File: src/verilog/srs_regs.svh
`ifndef SRS_REGS_SVH
`define SRS_REGS_SVH

// Clock period in nanoseconds (10 MHz).
`define SRS_CLK_PERIOD_NS 100
// Power-on reset hold, typical and shortest, in microseconds.
`define SRS_POR_TYP_US 3000
`define SRS_POR_MIN_US 1500
// Delay from reset release to clock request, in microseconds.
`define SRS_CLKREQ_US 120
// Least sleep after clock request, in nanoseconds.
`define SRS_SLEEP_NS 4200000
`define SRS_POR_TYP_CYC ((`SRS_POR_TYP_US * 1000) / `SRS_CLK_PERIOD_NS)
`define SRS_CLKREQ_CYC ((`SRS_CLKREQ_US * 1000) / `SRS_CLK_PERIOD_NS)
`define SRS_SLEEP_CYC ((`SRS_SLEEP_NS + `SRS_CLK_PERIOD_NS - 1) / `SRS_CLK_PERIOD_NS)
// Low-power clock detection window and needed edge count.
`define SRS_LPC_WIN_CYC 1000
`define SRS_LPC_MIN_EDGES 4
`define SRS_CNT_W 16

`endif

File: src/verilog/srs_pkg.sv
package srs_pkg;
	typedef enum logic [2:0] {
		SRS_RESET = 3'b000,
		SRS_WAIT_REQ = 3'b001,
		SRS_SLEEP = 3'b010,
		SRS_RUN = 3'b011
	} srs_state_t;
endpackage : srs_pkg

File: src/verilog/srs_sync3.sv
`timescale 1ns/1ps
// Three-stage synchroniser; a change is taken once stages two and three agree.
module srs_sync3 #(
	parameter logic RST_VAL = 1'b0
) (
	input wire logic sys_clk_i,
	input wire logic rst_n_i,
	input wire logic d_i,
	output logic q_o
);
	logic s1_ff;
	logic s2_ff;
	logic s3_ff;
	logic q_ff;

	always_ff @(posedge sys_clk_i or negedge rst_n_i) begin
		if (!rst_n_i) begin
			s1_ff <= RST_VAL;
			s2_ff <= RST_VAL;
			s3_ff <= RST_VAL;
		end else begin
			s1_ff <= d_i;
			s2_ff <= s1_ff;
			s3_ff <= s2_ff;
		end
	end

	always_ff @(posedge sys_clk_i or negedge rst_n_i) begin
		if (!rst_n_i) begin
			q_ff <= RST_VAL;
		end else if (s2_ff == s3_ff) begin
			q_ff <= s3_ff;
		end
	end

	assign q_o = q_ff;
endmodule : srs_sync3

File: src/verilog/srs_startup_seq.sv
`timescale 1ns/1ps
`include "srs_regs.svh"
// What this block does
// - Global reset combines external and power-on reset.
// - Release follows whichever source deasserts last.
// - Power-on reset holds about 3 ms.
// - Held external reset blocks startup and boot.
// - Without external reset, start after power-on.
// - Assert clock request about 120 us later.
// - Sleep at least 4.2 ms after request.
// - Missing low-power clock selects internal one.
// - No reference oscillator means crystal reference.
module srs_startup_seq #(
	parameter int POR_CYC = `SRS_POR_TYP_CYC,
	parameter int SLEEP_CYC = `SRS_SLEEP_CYC
) (
	input wire logic sys_clk_i,
	input wire logic rst_n_i,
	input wire logic ext_rst_n_i,
	input wire logic low_power_clock_input_i,
	input wire logic ext_ref_osc_present_i,
	output logic global_rst_n_o,
	output logic clk_req_o,
	output logic sleep_o,
	output logic boot_en_o,
	output logic use_int_lpc_o,
	output logic use_crystal_o
);
	// ****************************************************************
	// Reset sources
	// ****************************************************************
	logic ext_rst_n_s;
	logic lpc_s;
	logic ref_s;
	logic [31:0] por_cnt_ff;
	logic por_done_ff;
	logic global_rst_n_ff;

	srs_sync3 #(.RST_VAL(1'b0)) u_ext_rst (
		.sys_clk_i(sys_clk_i),
		.rst_n_i(rst_n_i),
		.d_i(ext_rst_n_i),
		.q_o(ext_rst_n_s)
	);

	srs_sync3 #(.RST_VAL(1'b0)) u_lpc (
		.sys_clk_i(sys_clk_i),
		.rst_n_i(rst_n_i),
		.d_i(low_power_clock_input_i),
		.q_o(lpc_s)
	);

	srs_sync3 #(.RST_VAL(1'b0)) u_ref (
		.sys_clk_i(sys_clk_i),
		.rst_n_i(rst_n_i),
		.d_i(ext_ref_osc_present_i),
		.q_o(ref_s)
	);

	always_ff @(posedge sys_clk_i or negedge rst_n_i) begin
		if (!rst_n_i) begin
			por_cnt_ff <= 32'h0;
			por_done_ff <= 1'b0;
		end else if (!por_done_ff) begin
			if (por_cnt_ff >= 32'(POR_CYC - 1)) begin
				por_done_ff <= 1'b1;
			end else begin
				por_cnt_ff <= por_cnt_ff + 32'h1;
			end
		end
	end

	always_ff @(posedge sys_clk_i or negedge rst_n_i) begin
		if (!rst_n_i) begin
			global_rst_n_ff <= 1'b0;
		end else begin
			global_rst_n_ff <= ext_rst_n_s & por_done_ff;
		end
	end

	assign global_rst_n_o = global_rst_n_ff;

	// ****************************************************************
	// Startup sequence
	// ****************************************************************
	srs_pkg::srs_state_t state_ff;
	srs_pkg::srs_state_t nxt_state;
	logic [31:0] seq_cnt_ff;
	logic seq_done;

	always_comb begin
		seq_done = 1'b0;
		case (state_ff)
			srs_pkg::SRS_WAIT_REQ: seq_done = (seq_cnt_ff >= 32'(`SRS_CLKREQ_CYC - 1));
			srs_pkg::SRS_SLEEP: seq_done = (seq_cnt_ff >= 32'(SLEEP_CYC - 1));
			default: seq_done = 1'b0;
		endcase
	end

	always_comb begin
		nxt_state = state_ff;
		case (state_ff)
			// hold off, same path after power-on
			srs_pkg::SRS_RESET: begin
				if (global_rst_n_ff) begin
					nxt_state = srs_pkg::SRS_WAIT_REQ;
				end
			end
			srs_pkg::SRS_WAIT_REQ: begin
				if (seq_done) begin
					nxt_state = srs_pkg::SRS_SLEEP;
				end
			end
			srs_pkg::SRS_SLEEP: begin
				if (seq_done) begin
					nxt_state = srs_pkg::SRS_RUN;
				end
			end
			srs_pkg::SRS_RUN: nxt_state = srs_pkg::SRS_RUN;
			default: nxt_state = srs_pkg::SRS_RESET;
		endcase
		// A fresh external reset restarts the whole sequence.
		if (!global_rst_n_ff) begin
			nxt_state = srs_pkg::SRS_RESET;
		end
	end

	always_ff @(posedge sys_clk_i or negedge rst_n_i) begin
		if (!rst_n_i) begin
			state_ff <= srs_pkg::SRS_RESET;
		end else begin
			state_ff <= nxt_state;
		end
	end

	always_ff @(posedge sys_clk_i or negedge rst_n_i) begin
		if (!rst_n_i) begin
			seq_cnt_ff <= 32'h0;
		end else if (nxt_state != state_ff) begin
			seq_cnt_ff <= 32'h0;
		end else begin
			seq_cnt_ff <= seq_cnt_ff + 32'h1;
		end
	end

	logic clk_req_ff;
	logic sleep_ff;
	logic boot_ff;

	always_ff @(posedge sys_clk_i or negedge rst_n_i) begin
		if (!rst_n_i) begin
			clk_req_ff <= 1'b0;
			sleep_ff <= 1'b0;
			boot_ff <= 1'b0;
		end else begin
			clk_req_ff <= (nxt_state == srs_pkg::SRS_SLEEP) || (nxt_state == srs_pkg::SRS_RUN);
			sleep_ff <= (nxt_state == srs_pkg::SRS_SLEEP);
			boot_ff <= (nxt_state == srs_pkg::SRS_RUN);
		end
	end

	assign clk_req_o = clk_req_ff;
	assign sleep_o = sleep_ff;
	assign boot_en_o = boot_ff;

	// ****************************************************************
	// Clock source selection
	// ****************************************************************
	// The detector samples at the end of sleep, when the other party's clocks
	// must already be stable; a clock with fewer than 4 rising edges in the window is missed.
	logic [`SRS_CNT_W-1:0] win_cnt_ff;
	logic [3:0] edge_cnt_ff;
	logic lpc_d_ff;
	logic int_lpc_ff;
	logic crystal_ff;

	always_ff @(posedge sys_clk_i or negedge rst_n_i) begin
		if (!rst_n_i) begin
			lpc_d_ff <= 1'b0;
		end else begin
			lpc_d_ff <= lpc_s;
		end
	end

	always_ff @(posedge sys_clk_i or negedge rst_n_i) begin
		if (!rst_n_i) begin
			win_cnt_ff <= '0;
			edge_cnt_ff <= 4'h0;
		end else if (state_ff != srs_pkg::SRS_SLEEP) begin
			win_cnt_ff <= '0;
			edge_cnt_ff <= 4'h0;
		end else begin
			win_cnt_ff <= (win_cnt_ff == `SRS_CNT_W'(`SRS_LPC_WIN_CYC - 1)) ? '0 :
				win_cnt_ff + `SRS_CNT_W'(1);
			if (win_cnt_ff == `SRS_CNT_W'(`SRS_LPC_WIN_CYC - 1)) begin
				edge_cnt_ff <= 4'h0;
			end else if (lpc_s && !lpc_d_ff && edge_cnt_ff != 4'hf) begin
				edge_cnt_ff <= edge_cnt_ff + 4'h1;
			end
		end
	end

	always_ff @(posedge sys_clk_i or negedge rst_n_i) begin
		if (!rst_n_i) begin
			int_lpc_ff <= 1'b0;
			crystal_ff <= 1'b0;
		end else if (state_ff == srs_pkg::SRS_SLEEP && nxt_state == srs_pkg::SRS_RUN) begin
			int_lpc_ff <= (edge_cnt_ff < 4'(`SRS_LPC_MIN_EDGES));
			crystal_ff <= !ref_s;
		end
	end

	assign use_int_lpc_o = int_lpc_ff;
	assign use_crystal_o = crystal_ff;
endmodule : srs_startup_seq

File: config.mk
export PLATFORM = sky130hd
export DESIGN_NAME = srs_startup_seq
export DESIGN_NICKNAME = d
export VERILOG_FILES = /design/src/verilog/srs_pkg.sv /design/src/verilog/srs_sync3.sv /design/src/verilog/srs_startup_seq.sv
export VERILOG_INCLUDE_DIRS = /design/src /design/src/verilog
export SDC_FILE = /design/constraint.sdc
export NUM_CORES = 1
export LEC_CHECK = 0
export BUFFER_PORTS_ARGS = -buffer_cell sky130_fd_sc_hd__buf_2
export CORE_MARGIN = 2
export CORE_UTILIZATION = 50
export DETAILED_ROUTE_END_ITERATION = 10
export MAX_ROUTING_LAYER = met4
export PLACE_DENSITY = 0.7
export SLEW_MARGIN = 0
export SYNTH_ARGS = -nofsm -noshare
export SYNTH_HDL_FRONTEND = slang
export SYNTH_SLANG_ARGS = --single-unit
export TNS_END_PERCENT = 5
File: constraint.sdc
create_clock -name sys_clk_i -period 5.1 [get_ports sys_clk_i]
set_input_delay 1.02 -clock sys_clk_i [delete_from_list [all_inputs] [get_ports sys_clk_i]]
set_output_delay 1.02 -clock sys_clk_i [all_outputs]
set_load 0.01 [all_outputs]
* Yosys cells after proc, flatten, opt, wreduce, memory -nomap -nowiden
Cells that the tools add are included. Widths: inputs -> output; s select.
Word-level totals: register bits 107, input bits 5, output and inout bits 6
Operators by class: equality and inequality tests 12, bitwise operators 3, mux-type cells 13, order comparisons 4, add/subtract/negate cells 4, reductions and logical operators 9
Operators by type and width (count):
- $add 32x1->32 const B | 2
- $ge 32x11->1 const B | 1
- $ge 32x15->1 const B | 1
- $ge 32x16->1 const B | 1
- $mux 16 | 2
- $mux 32 | 1
- $add 16x1->16 const B | 1
- $eq 16x10->1 const B | 1
- $eq 3x2->1 const B | 4
- $mux 4 | 3
- $pmux 3 s4 | 1
- $mux 3 | 3
- $add 4x1->4 const B | 1
- $lt 4x3->1 const B | 1
- $ne 4x4->1 const B | 1
- $eq 1x1->1 | 3
- $eq 3x1->1 const B | 1
- $logic_and 1x1->1 | 3
- $logic_not 3->1 | 1
- $ne 3x2->1 const B | 1
- $ne 3x3->1 | 1
- $reduce_bool 3->1 | 1
- $logic_not 1->1 | 2
- $mux 1 | 2
- 5 further kinds | 6

* Depth between registers and ports, before layout
depth after elaboration 7, depth in mapped cells 8, depth with buffers taken out 6

* By module
A second synthesis with hierarchy kept.
Second synthesis, totals: cell total of the unflattened synthesis 447, area, all modules 4924.7 µm²
Modules (own cells, without submodules):
- srs_startup_seq | times used 1, cells each 432, seq. area each 2377.3 µm², area an instance 4590.7 µm²
- srs_sync3 | times used 3, cells each 5, seq. area each 100.1 µm², area an instance 111.4 µm²

* Worst setup path before layout
OpenSTA, ideal clock, no wires.
path type reg-to-reg, start register seq_cnt_ff[0], end register seq_cnt_ff[22], period minus slack after synthesis 2.181 ns, library setup time 0.094 ns, buffers on the path 2, arrival time 2.086 ns, stages on the path, launching flop included 9, setup slack 2.919 ns, cell sequence dfrtp_1 -> ha_1 -> buf_2 -> a311oi_1 -> nand3_1 -> a221o_1 -> a21o_2 -> buf_2 -> a211oi_1
On the way: longest elaborated chain between the ends 7, elaborated cells between the ends (all ways) 10, classes of those cells add/sub (1); order compare (2); eq/ne (1); mux (6)
Ends and longest elaborated chain:
- start, declared | RTL line srs_startup_seq.sv:88 | logic [31:0] seq_cnt_ff;
- start signal, assigned | RTL line srs_startup_seq.sv:142 | seq_cnt_ff <= seq_cnt_ff + 32'h1;
- $ge 32x16->1 or $ge 32x11->1 (tied branches) | RTL line srs_startup_seq.sv:95, srs_startup_seq.sv:94
- $pmux 1 s2 | RTL line srs_startup_seq.sv:93 | case (state_ff)
- $mux 3 (on tied branches) | RTL line srs_startup_seq.sv:115, srs_startup_seq.sv:110
- $pmux 3 s4 | RTL line srs_startup_seq.sv:102 | case (state_ff)
- $mux 3 | RTL line srs_startup_seq.sv:123 | if (!global_rst_n_ff) begin
- $ne 3x3->1 | RTL line srs_startup_seq.sv:139 | end else if (nxt_state != state_ff) begin
- $mux 32 * | RTL line srs_startup_seq.sv:139
Mark *: on every way between the ends. The rest lies on a longest branch, timed or not. A chain may end at the register's enable or synchronous reset.

* Worst setup path after layout
start register seq_cnt_ff[0], end register seq_cnt_ff[11]
Same word-level chain as after synthesis.

==> summary.md <==
| Metric | Value |
|---|---|
| Status | `complete, no violations` |
| Synth cell types | `47` |
| PortBufs | `10` |
| Die Area | `10400 sq um` |
| Worst setup EP type | `flop` |
| Crit path time final | `2470 ps` |
| Reg-to-reg slack, setup | `2630 ps` |
| Setup repair after global routing missed its margin | `false` |
| CTS Buffer Depth | `2` |
| DRT Wirelength | `8020 um` |
| Hold path endpoint | `u_ext_rst.s2_ff` |
| Reg area | `2680 sq um` |
| Top-count cell post-synth | `dfrtp_1` |
| Leak | `2.09 nW` |
| CTS tree | `done` |
| Max stage delay on crit path | `460 ps` |
| Register area share after synthesis | `0.559` |
| Routability cong. | `0.813` |
| FMAX | `404 MHz` |
| Post-synth EDFFs | `0` |
| Worst setup margin | `2630 ps` |
| Yosys top cell area share | `0.559` |
| Fin cells | `554` |
| Crit path DAT | `2750 ps` |
| Ranking of synthesized cells by area | `dfrtp_1, xnor2_1, a211oi_1` |
| Antenna Cells | `0` |
| H-tree lvl count | `3` |
| Clk pin slew, worst setup/hold paths | `100 ps` |
| Layout cell share with drive strength beyond 1 | `0.106` |
| Post-route ant nets | `0` |
| Vias in the first global route | `3142` |
| Initial antenna violation count | `0` |
| Critical Path Fanout Max | `32` |
| Clock latency on the worst-skew pair | `380 ps` |
| Detailed-route via count | `3033` |
| Drt pass-1 iters | `4` |
| CTS Buf Count | `9` |
| Die X | `102 um` |
| Final worst-path cycle share | `0.485` |
| Reg2reg end | `seq_cnt_ff[11]` |
| Reg2reg start | `seq_cnt_ff[0]` |
| Fill cell count | `814` |
| First-pass GRT wire length | `14500 um` |
| Via/cell ratio | `5.47` |
| Worst vdd ir | `0.000233 V` |
| HPWL after DPL | `5220 um` |
| Yosys warns | `0` |
| Average wire per standard cell | `14.5 um` |
| Io pins | `11` |
| Cts hold-fix bufs | `0` |
| Yosys reg bits | `107` |
| Mapped cell area | `4790 sq um` |
| Area grow syn2layout | `5.43%` |
| Final Net Count | `429` |
| Sink Count | `107` |
| Highest-delay cell along the critical path | `a21o_2` |
| Area of the multi-input gates | `1900 sq um` |
| Largest net degree at the start of global routing | `80` |
| Postcts setup bufs | `0` |
| Hold path cells | `0` |
| Cell Pwr Density | `277 nW/um^2` |
| Core area | `9280 sq um` |
| Syn Inst Count | `433` |
| Resized Gates After CTS | `0` |
| Residual DRC count | `0` |
| Placed Cells | `538` |
| Post-synth ARST share | `1.00` |
| Initial Util | `0.516` |
| Hold Path Origin | `u_ext_rst.s1_ff` |
| Most instantiated cells after synthesis | `dfrtp_1, xnor2_1, a211oi_1, nor2_1, clkbuf_1` |
| Critical path startpoint category | `flop` |
| CP required | `5370 ps` |
| Setup slack after placement | `2650 ps` |
| Final-report hold violation count | `0` |
| WHS | `359 ps` |
| Gr ovfl total | `0` |
| Worst min path class | `reg -> reg` |
| R2R cell count | `6` |
| Root buf cell | `clkbuf_8` |
| Max-cap violations | `0` |
| Std-Cell Rows | `35` |
| Final setup vio count | `0` |
| Setup TNS Final | `0 ps` |
| Die Y | `102 um` |
| Synth area leader | `dfrtp_1` |
| Synth Flop Type | `dfrtp_1` |
| DRT iter0 DRCs | `85` |
| Final core occ | `0.544` |
| Slew HR | `0.241` |
| Path type of the worst setup path | `reg -> reg` |
| Worst path cell trace | `ha_1 -> a311oi_1 -> nand3_1 -> a221o_1 -> a21o_2 -> a211oi_1` |
| Slew @ Worst Pin | `1140 ps` |
| Post-Syn Area per Cell | `11.1 sq um` |
| Fin. max-slew vios | `0` |
| Synth Net Count | `442` |
| All-Layer GR Usage | `0.183` |
| Clock skew | `8.76 ps` |
-- how the worst max path moves through the flow --
stage | to | slack [ps] | cells after the start | startpoint
detailed placement | seq_cnt_ff[25] | 2650 | 6 | seq_cnt_ff[0]
global route | seq_cnt_ff[25] | 2370 | 7 | seq_cnt_ff[0]
global placement | seq_cnt_ff[24] | 2720 | 6 | seq_cnt_ff[0]
finish | seq_cnt_ff[11] | 2630 | 6 | seq_cnt_ff[0]
floorplan | seq_cnt_ff[22] | 2920 | 8 | seq_cnt_ff[0]
CTS | seq_cnt_ff[11] | 2630 | 6 | seq_cnt_ff[0]
-- state kept, by name, summed over array words and instances, names as in the netlist, 3 cells and up --
| signal | flops |
|---|---|
| por_cnt_ff | 32 |
| seq_cnt_ff | 32 |
| win_cnt_ff | 16 |
| edge_cnt_ff | 4 |
| state_ff | 3 |
-- cells in the final DEF (no fill, tap or decap), types with 2 or more instances in the layout --
cell	synthesis	final
xnor2_1	34	34
o211ai_1	2	2
nor4_1	14	14
nand2_1	20	20
a21oi_1	8	8
clkbuf_8	0	9
nand2b_1	3	3
buf_2	5	9
dfrtp_1	107	107
a211oi_2	3	3
inv_8	0	3
or4_1	2	2
nand4_2	3	3
or2_2	2	2
and2_1	4	4
nand3_1	18	18
nor3_1	15	15
a311oi_1	2	2
nand4_1	18	18
a211oi_1	30	30
maj3_1	3	3
mux2_2	2	2
mux2i_1	2	2
inv_1	14	14
buf_4	1	3
and3_1	4	4
nor2_1	28	27
ha_1	4	4
nand4b_1	2	2
nor3_2	2	2
o21ai_0	6	6
xor2_1	22	22
and4_1	6	6
or3_1	5	5
-- power breakdown --
group / switching [mW] / total [mW] / leakage, nW / internal, mW
Clock: 0.312 / 0.507 / 0.0996 / 0.195
Combinational: 0.0206 / 0.0279 / 0.545 / 0.00730
Sequential: 0.00896 / 0.866 / 1.45 / 0.857
-- worst max-delay path, delay by kind of cell (launching register included) --
| family | cells | cell delay [ps] |
|---|---|---|
| and+or+nand+nor | 1 | 130 |
| adders and majority gates | 1 | 300 |
| DFF | 1 | 410 |
| AOI/OAI and AO/OA | 4 | 1530 |
-- final cells by class --
type                       instances  share of cell area
clock inverter                     6              0.0134
multi-input combinational        276               0.376
inverter                          14              0.0104
tap                              129              0.0320
clock buffer                      10              0.0253
timing repair buffer              12              0.0134
sequential                       107               0.530
-- stage by stage --
step	area, sq um	total power, mW
final	5050	1.40
after global routing	5050	1.47
after global placement	4860	0.911
after floorplan	4790	0.891
after CTS	5050	1.43
after detailed placement	4860	0.913
-- cells by family (layout without fill, tap and decap cells) --
kind of cell / count (synthesis) / count (layout) / share of synthesized area
adder cells (fa/ha/maj): 7 / 7 / 0.0167
XOR/XNOR: 56 / 56 / 0.102
AND/OR/NAND/NOR: 151 / 151 / 0.179
multiplexers: 4 / 4 / 0.00888
buffers and inverters: 50 / 42 / 0.0457
flip-flops: 107 / 107 / 0.559
other: 1 / 1 / 0.000783
AO/OA/AOI/OAI: 57 / 57 / 0.0872
-- metal layers --
metal	global-route usage	share of wire
met1	0.237	0.48
met2	0.285	0.48
met3	0.0445	0.024
met4	0.0585	0.014
met5	-	0
No activity file was read; power rests on OpenSTA's default activity.
